## src/hw/hvp_consts.svh

```systemverilog
// Named constants for the high-voltage port block: register indices,
// field positions, reset values and routing codes.
// Assumes inclusion by bare name from the package and the design file.
`ifndef HVP_CONSTS_SVH
`define HVP_CONSTS_SVH

// Register indices; the byte address is four times the index
`define HVP_IDX_PORTB    8'h01
`define HVP_IDX_DATA     8'h02
`define HVP_IDX_DDR      8'h06
`define HVP_IDX_CFG0     8'h25
`define HVP_IDX_CFG1     8'h26
`define HVP_IDX_STAT     8'h27
`define HVP_IDX_INTERRUPT_STATUS    8'h29

// Field positions
`define HVP_PORTB_CAP1   5
`define HVP_INTERRUPT_STATUS_CL4    6
`define HVP_ST_SIRQ      7
`define HVP_ST_SC6       6
`define HVP_ST_SC5       5

// Reset values
`define HVP_RST_BYTE     8'h00
`define HVP_RST_PIN7     7'h00
`define HVP_RST_SENSE5   5'h00

// Routing codes
`define HVP_PWM_PIN0     2'h1
`define HVP_PWM_PIN4     2'h2
`define HVP_PWM_PIN5     2'h3
`define HVP_TS_HI_PIN0   2'h1
`define HVP_TS_HI_PIN1   2'h2
`define HVP_TS_PIN4      3'h6
`define HVP_TS_PIN5      3'h7

`endif

```

## src/hw/hvp_pkg.sv

```systemverilog
// Types shared by the high-voltage port block.
// Assumes the constants header sits beside it.
`default_nettype none
`include "hvp_consts.svh"
package hvp_pkg;
    // Port configuration register 0 layout
    typedef struct packed {
        logic       klineMode;
        logic       pin6PwmEn;
        logic [1:0] pwmPinSel;
        logic       pin3Compare2En;
        logic [2:0] timer1RouteSel;
    } hvp_cfg0_t;
    // Port configuration register 1 layout
    typedef struct packed {
        logic       senseIrqEn;
        logic       sinkShortIrqEn6;
        logic       sinkShortIrqEn5;
        logic [4:0] senseEn;
    } hvp_cfg1_t;
    // Timer and PWM signals entering the port
    typedef struct packed {
        logic pwm;
        logic compare1;
        logic compare2;
    } hvp_timer_t;
endpackage
`default_nettype wire

```

## src/hw/hvp_port.sv

```systemverilog
// High-voltage port logic: contact sense, K-line pin, low-side drivers and
// PWM / timer routing, with an APB register slave.
// Assumes analog comparators and pin levels arrive asynchronously, timer
// and PWM signals come from logic on ref_clk, and the bench resolves pins.
//
// How it works
// - Each of pins 0 to 4 has its own sense enable bit.
// - Pin0 senses to supply, older pin4 to ground, pins 1-3 by data.
// - Low outside resistance reads as 1 in the sense result bit.
// - With direction clear, result is the inverted high-voltage input level.
// - Any enabled result change, either edge, sets the sense flag.
// - Sense request leaves the block only while its enable is set.
// - Pin4 as output biases the K-line driver; software sets the mode.
// - Current limit polarity depends on variant.
// - Pin4 routed to capture feeds the timer and the port B bit.
// - Low-side pins 5 and 6 follow data or PWM by routing; pin5 can also take compare 1.
// - Overcurrent turns the sink off, sets its flag, may interrupt.
// - A set sink flag holds the output off; writing 1 clears it.
// - K-line mode makes pin4 low-side only; no function on newer variant.
// - Pin6 PWM enable routes PWM onto pin6.
// - PWM select: none, pin0, pin4, pin5.
// - Compare 2 goes to pin3 when enabled; drive needs direction set.
// - Timer 1 select routes compare and chooses the capture pin.
// - Unrouted pins 0, 1, 4, 5 follow their data bits.
// - Shared pin: pins 0 and 4 take compare, pin5 takes PWM.
// - Sense flag stays set until a 1 is written to it.
`default_nettype none
`include "hvp_consts.svh"

// =====================================================================
// Three-stage input synchroniser with agreement filter
// =====================================================================
module hvp_sync #(
    parameter int W = 1
) (
    input  wire logic         clk,   // Sampling clock
    input  wire logic         rstN,  // Synchronised reset, active low
    input  wire logic [W-1:0] din,   // Asynchronous input
    output var  logic [W-1:0] dout   // Filtered, synchronised level
);
    logic [W-1:0] s1Q;
    logic [W-1:0] s2Q;
    logic [W-1:0] s3Q;

    // Level changes only once stages two and three agree
    always_ff @(posedge clk or negedge rstN) begin
        if (!rstN) begin
            s1Q  <= '0;
            s2Q  <= '0;
            s3Q  <= '0;
            dout <= '0;
        end else begin
            s1Q  <= din;
            s2Q  <= s1Q;
            s3Q  <= s2Q;
            dout <= (s2Q & s3Q) | (dout & (s2Q | s3Q));
        end
    end
endmodule

// =====================================================================
// Port top
// =====================================================================
module hvp_port #(
    parameter bit NEW_VARIANT = 1'b0    // 1 selects the newer pin4 behaviour
) (
    input  wire logic              ref_clk,     // System clock, 20 MHz
    input  wire logic              rstn,        // Asynchronous reset, active low
    input  wire logic              psel,        // APB select
    input  wire logic              penable,     // APB access phase
    input  wire logic              pwrite,      // APB direction, 1 = write
    input  wire logic [11:0]       paddr,       // APB byte address
    input  wire logic [31:0]       pwdata,      // APB write data
    input  wire logic [3:0]        pstrb,       // APB byte strobes
    output var  logic [31:0]       prdata,      // APB read data
    output var  logic              pready,      // APB ready
    output var  logic              pslverr,     // APB error, unmapped address
    input  wire hvp_pkg::hvp_timer_t timerIn,   // PWM and compare signals
    input  wire logic [6:0]        pinIn,       // Pin levels from input block
    input  wire logic [4:0]        senseRaw,    // Sense comparators, 1 = low ohm
    input  wire logic              pin4OverCur, // Pin4 current above limit
    input  wire logic [1:0]        sinkOverCur, // Pins 5/6 drain overcurrent
    output var  logic [6:0]        pinOut,      // Pin drive level
    output var  logic [6:0]        pinOe,       // Pin drive enable, 1 = driving
    output var  logic [4:0]        senseOn,     // Sense circuit enable
    output var  logic [4:0]        senseToGnd,  // Sense direction, 1 = to ground
    output var  logic              klineBias,   // K-line driver bias enable
    output var  logic              capture1,    // Timer capture 1 input
    output var  logic              senseIrq,    // Contact sense request
    output var  logic              sinkIrq      // Sink short request
);
    import hvp_pkg::*;

    // =================================================================
    // Reset release
    // =================================================================
    logic rstMetaN;
    logic rstN;

    // Two flops so release never meets a clock edge mid-flight
    // Assertion is immediate; only the release waits for the clock
    always_ff @(posedge ref_clk or negedge rstn) begin
        if (!rstn) begin
            rstMetaN <= 1'b0;
            rstN     <= 1'b0;
        end else begin
            rstMetaN <= 1'b1;
            rstN     <= rstMetaN;
        end
    end

    // =================================================================
    // Input synchronisers
    // =================================================================
    // All pin-side inputs are asynchronous; the filter
    // keeps one-cycle glitches off the flags
    logic [6:0] pinF;
    logic [4:0] senseF;
    logic [2:0] curF;

    hvp_sync #(.W(7)) uSyncPin (
        .clk(ref_clk), .rstN(rstN), .din(pinIn), .dout(pinF)
    );

    hvp_sync #(.W(5)) uSyncSense (
        .clk(ref_clk), .rstN(rstN), .din(senseRaw), .dout(senseF)
    );

    hvp_sync #(.W(3)) uSyncCur (
        .clk(ref_clk), .rstN(rstN), .din({pin4OverCur, sinkOverCur}), .dout(curF)
    );

    // =================================================================
    // Registers and APB decode
    // =================================================================
    logic [6:0] dataQ;
    logic [6:0] ddrQ;
    hvp_cfg0_t  cfg0Q;
    hvp_cfg1_t  cfg1Q;
    logic       senseFlagQ;
    logic [1:0] sinkFlagQ;     // [0] pin5, [1] pin6
    logic [4:0] resultQ;

    // Write takes effect only at the edge where pready is seen high
    wire        accDone = psel & penable & pready;
    wire [7:0]  idx     = paddr[9:2];
    wire        aligned = (paddr[1:0] == 2'h0) & (paddr[11:10] == 2'h0);
    wire        hitPortB = aligned & (idx == `HVP_IDX_PORTB);
    wire        hitData  = aligned & (idx == `HVP_IDX_DATA);
    wire        hitDdr   = aligned & (idx == `HVP_IDX_DDR);
    wire        hitCfg0  = aligned & (idx == `HVP_IDX_CFG0);
    wire        hitCfg1  = aligned & (idx == `HVP_IDX_CFG1);
    wire        hitStat  = aligned & (idx == `HVP_IDX_STAT);
    wire        hitIntsr = aligned & (idx == `HVP_IDX_INTERRUPT_STATUS);
    wire        mapped   = hitPortB | hitData | hitDdr | hitCfg0 | hitCfg1 | hitStat |
                           hitIntsr;
    // Unmapped words answer with an error and write nothing
    wire        wrEn     = accDone & pwrite & pstrb[0] & mapped;
    wire [7:0]  wb       = pwdata[7:0];

    // Newer variant reports 1 while below the limit
    wire        limitBit = NEW_VARIANT ? ~curF[2] : curF[2];

    wire [7:0] rdPortB = {2'h0, capture1, 5'h00};
    wire [7:0] rdStat  = {senseFlagQ, sinkFlagQ[1], sinkFlagQ[0], resultQ};
    wire [7:0] rdIntsr = {1'b0, limitBit, 6'h00};
    wire [7:0] rdByte  = hitPortB ? rdPortB :
                         hitData  ? {1'b0, dataQ} :
                         hitDdr   ? {1'b0, ddrQ} :
                         hitCfg0  ? cfg0Q :
                         hitCfg1  ? cfg1Q :
                         hitStat  ? rdStat :
                         hitIntsr ? rdIntsr : `HVP_RST_BYTE;

    // One wait state: ready rises in the second access cycle
    // Read data is registered so that it stands with pready
    always_ff @(posedge ref_clk or negedge rstN) begin
        if (!rstN) begin
            pready  <= 1'b0;
            pslverr <= 1'b0;
            prdata  <= '0;
        end else begin
            pready  <= psel & penable & ~pready;
            pslverr <= psel & penable & ~pready & ~mapped;
            prdata  <= {24'h000000, rdByte};
        end
    end

    // Plain control registers
    always_ff @(posedge ref_clk or negedge rstN) begin
        if (!rstN) begin
            dataQ <= `HVP_RST_PIN7;
            ddrQ  <= `HVP_RST_PIN7;
            cfg0Q <= `HVP_RST_BYTE;
            cfg1Q <= `HVP_RST_BYTE;
        end else begin
            if (wrEn & hitData) dataQ <= wb[6:0];
            if (wrEn & hitDdr)  ddrQ  <= wb[6:0];
            if (wrEn & hitCfg0) cfg0Q <= wb;
            if (wrEn & hitCfg1) cfg1Q <= wb;
        end
    end

    // =================================================================
    // Contact sense
    // =================================================================
    // Direction clear means the input block drives the result
    // Results track even with sensing off, so enabling
    // a bit later never raises a stale flag
    wire [4:0] resultD  = (ddrQ[4:0] & senseF) | (~ddrQ[4:0] & ~pinF[4:0]);
    wire       senseHit = |((resultD ^ resultQ) & cfg1Q.senseEn);
    wire       w1cStat  = wrEn & hitStat;
    wire       senseClr = w1cStat & wb[`HVP_ST_SIRQ];

    // A change in the clearing cycle keeps the flag set
    always_ff @(posedge ref_clk or negedge rstN) begin
        if (!rstN) begin
            resultQ    <= `HVP_RST_SENSE5;
            senseFlagQ <= 1'b0;
        end else begin
            resultQ    <= resultD;
            senseFlagQ <= senseHit | (senseFlagQ & ~senseClr);
        end
    end

    // Pin0 fixed to supply; older pin4 fixed to ground
    wire       pin4Gnd = NEW_VARIANT ? dataQ[4] : 1'b1;
    wire [4:0] gndD    = {pin4Gnd, dataQ[3:1], 1'b0};

    // =================================================================
    // Low-side short protection
    // =================================================================
    wire [1:0] sinkClr = {w1cStat & wb[`HVP_ST_SC6], w1cStat & wb[`HVP_ST_SC5]};
    wire [1:0] sinkSet = curF[1:0] & pinOe[6:5];

    // Set wins over a simultaneous write-one clear
    always_ff @(posedge ref_clk or negedge rstN) begin
        if (!rstN) begin
            sinkFlagQ <= 2'h0;
        end else begin
            sinkFlagQ <= sinkSet | (sinkFlagQ & ~sinkClr);
        end
    end

    // =================================================================
    // PWM and timer routing
    // =================================================================
    wire [2:0] ts     = cfg0Q.timer1RouteSel;
    wire [1:0] ps     = cfg0Q.pwmPinSel;
    wire       cmp0   = (ts[2:1] == `HVP_TS_HI_PIN0);
    wire       cmp1   = (ts[2:1] == `HVP_TS_HI_PIN1);
    wire       cmp4   = (ts == `HVP_TS_PIN4);
    wire       cmp5   = (ts == `HVP_TS_PIN5);
    wire       pwm0   = (ps == `HVP_PWM_PIN0);
    wire       pwm4   = (ps == `HVP_PWM_PIN4);
    wire       pwm5   = (ps == `HVP_PWM_PIN5);
    // Code 110 is even yet still captures from pin4
    wire       capSrc4 = ts[0] | cmp4;

    // Compare wins on pins 0 and 4, PWM wins on pin5
    // Pin2 carries no special signal
    wire v0 = cmp0 ? timerIn.compare1 : pwm0 ? timerIn.pwm : dataQ[0];
    wire v1 = cmp1 ? timerIn.compare1 : dataQ[1];
    wire v3 = cfg0Q.pin3Compare2En ? timerIn.compare2 : dataQ[3];
    wire v4 = cmp4 ? timerIn.compare1 : pwm4 ? timerIn.pwm : dataQ[4];
    wire v5 = pwm5 ? timerIn.pwm : cmp5 ? timerIn.compare1 : dataQ[5];
    wire v6 = cfg0Q.pin6PwmEn ? timerIn.pwm : dataQ[6];

    // K-line mode drives pin4 only low; the newer variant ignores the bit
    wire lowOnly4 = cfg0Q.klineMode & ~NEW_VARIANT;
    wire [6:0] outD = {2'h0, v4, v3, dataQ[2], v1, v0};
    // Sink drivers only pull low, and a set flag holds them off
    // Gating on the set term spares the load a clock of full current
    wire [1:0] sinkOn = {v6, v5} & ddrQ[6:5] & ~sinkFlagQ & ~sinkSet;
    wire [6:0] oeD = {sinkOn, ddrQ[4] & ~(lowOnly4 & v4), ddrQ[3:0]};

    // Every output leaves through a flop
    always_ff @(posedge ref_clk or negedge rstN) begin
        if (!rstN) begin
            pinOut     <= `HVP_RST_PIN7;
            pinOe      <= `HVP_RST_PIN7;
            senseOn    <= `HVP_RST_SENSE5;
            senseToGnd <= `HVP_RST_SENSE5;
            klineBias  <= 1'b0;
            capture1   <= 1'b0;
            senseIrq   <= 1'b0;
            sinkIrq    <= 1'b0;
        end else begin
            pinOut     <= outD;
            pinOe      <= oeD;
            senseOn    <= cfg1Q.senseEn & ddrQ[4:0];
            senseToGnd <= gndD;
            klineBias  <= ddrQ[4];
            capture1   <= capSrc4 ? pinF[4] : pinF[0];
            senseIrq   <= senseFlagQ & cfg1Q.senseIrqEn;
            sinkIrq    <= |(sinkFlagQ & {cfg1Q.sinkShortIrqEn6, cfg1Q.sinkShortIrqEn5});
        end
    end
endmodule
`default_nettype wire

```

## config.mk

```make
export PLATFORM = sky130hd
export DESIGN_NAME = hvp_port
export DESIGN_NICKNAME = d
export VERILOG_FILES = /design/src/hw/hvp_pkg.sv /design/src/hw/hvp_port.sv
export VERILOG_INCLUDE_DIRS = /design/src /design/src/hw
export SDC_FILE = /design/constraint.sdc
export NUM_CORES = 1
export LEC_CHECK = 0
export ABC_AREA = 1
export BUFFER_PORTS_ARGS = -buffer_cell sky130_fd_sc_hd__buf_2
export CORE_UTILIZATION = 26
export DETAILED_ROUTE_END_ITERATION = 10
export SLEW_MARGIN = 20
export SYNTH_ARGS = -nofsm -noshare
export SYNTH_HDL_FRONTEND = slang
export SYNTH_HIERARCHICAL = 1
export SYNTH_SLANG_ARGS = --single-unit
export TNS_END_PERCENT = 100
```

## constraint.sdc

```tcl
create_clock -name ref_clk -period 4.8 [get_ports ref_clk]
set_input_delay 0.24 -clock ref_clk [delete_from_list [all_inputs] [get_ports ref_clk]]
set_output_delay 0.24 -clock ref_clk [all_outputs]
set_load 0.02 [all_outputs]
```

==> results of run 1 <==
-- layout make-up --
class | count | area (sq um)
Fill cell | 1945 | 12500
Sequential cell | 126 | 3157
Multi-Input combinational cell | 308 | 1481
Timing Repair Buffer | 92 | 535.5
Clock buffer | 22 | 484.2
Tap cell | 260 | 325.3
Inverter | 62 | 239.0
Clock inverter | 10 | 111.4
-- state kept, by name, indices dropped and copies added, names as in the netlist, 7 cells and up --
| register | count |
|---|---|
| ddrQ | 7 |
| prdata | 8 |
| pinOe | 7 |
| cfg1Q | 8 |
| dataQ | 7 |
-- through the flow --
stage	instances	worst slack [ns]	hold WS (ns)	total power, uW
2_1_floorplan	529	1.030	-0.05559	1223
3_3_place_gp	834	2.914	0.02555	1245
3_5_place_dp	834	2.884	0.02644	1250
5_1_grt	880	3.070	0.05665	2601
6_report	880	3.291	0.06148	2508
4_1_cts	880	3.284	0.04260	2540
-- layer usage --
| layer | GRT usage (%) | wire [microns] | vias to the layer above |
|---|---|---|---|
| li1 | - | - | 1750 |
| met1 | 16.59 | 5337 | 1653 |
| met2 | 17.56 | 4819 | 96 |
| met3 | 3.125 | 538 | 13 |
| met4 | 6.350 | 157 | 0 |
| met5 | 0 | 0 | - |
-- path summary, 6_finish.rpt --
kind	from	slack (ns)	endpoint
max	ddrQ[2]	3.29	senseFlagQ
min	timerIn[0]	0.06	pinOut[3]
max reg2reg	ddrQ[2]	3.29	senseFlagQ
min reg2reg	uSyncPin/s1Q[1]	0.35	uSyncPin/s2Q[1]
max in group asynchronous	rstN	3.41	uSyncCur/s2Q[2]
min in group asynchronous	rstn	0.15	rstN
-- critical path, delay by kind of cell, from the launching register on --
| kind | cells | cell delay, ns |
|---|---|---|
| AO/OA/AOI/OAI | 5 | 0.88 |
| flip-flops | 1 | 0.43 |
| AND/OR/NAND/NOR | 1 | 0.08 |
-- where the power goes --
group          switching, uW  internal (uW)
clock network            456            815
registers               29.1           1100
logic                   71.2           37.0
-- timing repair --
item / in CTS / in global routing
hold endpoints to repair: 15 / 0
hold buffers: 14 / 0
setup endpoints to repair: 0 / 0
==> results.json, run 1 <==
{
  "cts_tree": "done",
  "clock-sinks": 126,
  "boundaryPins": 133,
  "dr.pass1.iters": 4,
  "cts.clk_slew.worst_paths_ns": 0.06,
  "syn_area_per_cell_sq_um": 10.02,
  "fp.dieH_microns": 141.1,
  "rsz0062_at_grt": "no",
  "antenna_found_initial": 0,
  "start_kind": "flip-flop",
  "crit_chain": "o21ai_0, a21oi_1, o21ai_0, o21ai_0, a21oi_1, nand4_1",
  "setup-tns-final_ns": 0,
  "fin_skew_ns": 0.008926,
  "grt_pass1_vias": 3444,
  "nets": 678,
  "overflow": 0,
  "start_util_pct": 26.70,
  "fin_crit_sh_pct": 31.44,
  "cp_max_fo": 6,
  "drtIter0Drc": 232,
  "leakage_uw": 0.003297,
  "clockBufferDepth": 2,
  "gp_congestion": 0.8170,
  "grt.total_usage_pct": 12.13,
  "n_antenna_cell": 0,
  "worst_slew_pin_slew_ns": 0.6807,
  "die_w_microns": 141.1,
  "routed_wl_mm": 10.85,
  "crit_path_end_kind": "flip-flop",
  "via_per_inst": 3.991,
  "ys_warn_count": 6,
  "p_per_area_mw_per_mm2": 396.0,
  "dp_hpwl_mm": 7.613,
  "syn_to_final_growth_pct": 25.95,
  "ff2ff_path_depth": 6,
  "cpMaxStageDelayCell": "dfrtp_1",
  "cts_htree_levels": 4,
  "core-area_sq_mm": 0.01883,
  "finish.instance_area_sq_mm": 0.006334,
  "die_area_sq_mm": 0.01990,
  "rows": 50,
  "insertion_delay_ns": 0.41,
  "wl_per_cell_microns": 12.33,
  "post_cts_resized": 0,
  "cp.arrival_ns": 1.80,
  "clock-root-buffer": "clkbuf_16",
  "post-cts-setup-buffer-count": 0,
  "syn_area_sq_mm": 0.005029,
  "slew_viol_final": 0,
  "hold_path.class": "input pin to flip-flop",
  "clock.fmax_ghz": 0.6627,
  "finalSetupViolations": 0,
  "layout_common_cells": "dfrtp_1 (125), nand2_1 (109), buf_2 (76)",
  "path_class": "flip-flop to flip-flop",
  "hold_depth": 2,
  "mostFrequentLayoutCell": "dfrtp_1",
  "num_vias": 3512,
  "max_stage_delay_ns": 0.43,
  "slew_headroom_pct": 54.62,
  "fin_crit_ns": 1.509,
  "hold_violations": 0,
  "grt_max_degree": 55,
  "grt_pass1_wl_mm": 18.04,
  "ir_drop_mv": 0.2550,
  "dpl-instance-area_sq_mm": 0.005598,
  "cap_viol_max_count": 0,
  "cts_inserted_buffers": 17,
  "outcome": "complete, no violations",
  "drtAntennaViolNets": 0,
  "crit_top_cell": "o21ai_0",
  "final_util_pct": 33.63,
  "portBuffers": 76,
  "drive_gt1_share_pct": 23.71,
  "synthCells": 502,
  "required_ns": 5.09,
  "drcViolationCount": 0
}
Power figures use the tool's default switching activity.
==> inputs of run 2 (changes only) <==
clock period = 1.4 ns   (was 4.8 ns; I/O delays follow)
==> results.json, run 2 (synthesized netlist as in run 1, its figures left out) <==
{
  "path_class": "flip-flop to flip-flop",
  "die_area_sq_mm": 0.01990,
  "leakage_uw": 0.003457,
  "switching_power_uw": 1915,
  "cp.arrival_ns": 1.57,
  "clock-root-buffer": "clkbuf_16",
  "fin_crit_sh_pct": 92.54,
  "met2_length_mm": 5.244,
  "hold_violations": 0,
  "rows": 50,
  "via_per_inst": 3.949,
  "drcViolationCount": 0,
  "fin_crit_ns": 1.296,
  "start_kind": "flip-flop",
  "combPwrFrac_pct": 4.8,
  "fin_skew_ns": 0.009154,
  "p_int_uw": 7180,
  "pwr-share-clk_pct": 53.0,
  "switching_share_pct": 21.05,
  "die_w_microns": 141.1,
  "layout_common_cells": "dfrtp_1 (125), nand2_1 (109), buf_2 (76)",
  "dr_wl_met3_microns": 750,
  "wl_met1_mm": 5.040,
  "reg_top3": "cfg1Q x8, prdata x8",
  "routed_wl_mm": 11.13,
  "clock-sinks": 126,
  "cts_inserted_buffers": 17,
  "top_layer": "met4",
  "finalSetupViolations": 0,
  "num_vias": 3578,
  "cts_tree": "done",
  "clock.fmax_ghz": 0.7718,
  "grt_max_degree": 53,
  "cp_max_fo": 5,
  "insertion_delay_ns": 0.41,
  "dpl-instance-area_sq_mm": 0.005788,
  "nets": 704,
  "power_uw": 9095,
  "dr.pass1.iters": 4,
  "boundaryPins": 133,
  "ir_drop_mv": 0.7899,
  "fin_hold_ws_ns": 0.001512,
  "gp_congestion": 0.8469,
  "syn_to_final_growth_pct": 31.67,
  "overflow": 0,
  "portBuffers": 76,
  "wl_per_cell_microns": 12.28,
  "grt_pass1_wl_mm": 18.45,
  "clockBufferDepth": 2,
  "drive_gt1_share_pct": 26.01,
  "crit_path_end_kind": "flip-flop",
  "hold_path.class": "input pin to flip-flop",
  "cts_htree_levels": 4,
  "n_antenna_cell": 0,
  "drtAntennaViolNets": 0,
  "outcome": "complete, no violations",
  "grt_pass1_vias": 3567,
  "core-area_sq_mm": 0.01883,
  "p_per_area_mw_per_mm2": 1374,
  "antenna_found_initial": 0,
  "fp.dieH_microns": 141.1,
  "rsz0062_at_grt": "yes",
  "cap_viol_max_count": 0,
  "slew_viol_final": 0,
  "required_ns": 1.68,
  "finish.instance_area_sq_mm": 0.006621,
  "p_seq_share_pct": 42.2,
  "drtIter0Drc": 278,
  "mostFrequentLayoutCell": "dfrtp_1",
  "cts.clk_slew.worst_paths_ns": 0.06,
  "dp_hpwl_mm": 8.012,
  "grt.total_usage_pct": 12.21,
  "start_util_pct": 26.70
}
run 2: per-layer routing:
metal | up-vias | track usage, %
met1 | 1666 | 16.05
met5 | - | 0
li1 | 1811 | -
met4 | 0 | 3.375
met2 | 94 | 19.10
met3 | 7 | 4.110
run 2: what timing repair did:
action / CTS / global route
pin swaps: 0 / 0
hold buffers: 18 / 0
setup buffers: 0 / 0
endpoints found under the setup margin: 1 / 5
hold endpoints to repair: 19 / 0
resized for setup: 1 / 3
run 2: metrics by stage:
step	utilization (%)	std cells	setup TNS, ns	worst slack [ns]
after detailed placement	30.74	856	-1.610	-0.1521
final	35.16	906	0	0.1044
after CTS	35.14	906	0	0.0004386
after floorplan	-	529	0	0.05783
after global placement	30.74	856	-0.7286	-0.1148
after global routing	35.16	906	-0.05558	-0.01821
run 2: cell type report:
| class | instances | area [sq um] |
|---|---|---|
| inverter | 62 | 239.0 |
| sequential | 126 | 3157 |
| tap | 260 | 325.3 |
| clock inverter | 10 | 185.2 |
| fill | 1915 | 12210 |
| multi-input combinational | 308 | 1485 |
| clock buffer | 22 | 464.2 |
| timing repair buffer | 118 | 765.7 |
run 2: worst max-delay path, stage by stage, from the launching register on:
cell and delay [ns]:
dfrtp_1 0.36, nand3_1 0.17, nor2_8 0.21, nand2_1 0.14
o21ai_0 0.19, nand4_1 0.10
run 2: worst paths after layout:
path,slack [ns],endpoint,startpoint,cells past startpoint
worst min register to register,0.14,uSyncSense/s1Q[2],rstN,0
min in group asynchronous,0.14,uSyncSense/s1Q[2],rstN,0
worst max-delay path,0.10,senseFlagQ,pready,5
max in group asynchronous,0.75,pinOe[3],rstN,1
worst min-delay path,0.002,ddrQ[2],pwdata[2],3
worst max register to register,0.10,senseFlagQ,pready,5
run 2: power by group through the flow:
stage	sequential, uW	clock [uW]	combinational [uW]
floorplan	3950	0	247
global placement	3900	0	401
detailed placement	3900	0	408
CTS	3840	4930	448
global route	3860	5080	498
finish	3840	4820	437
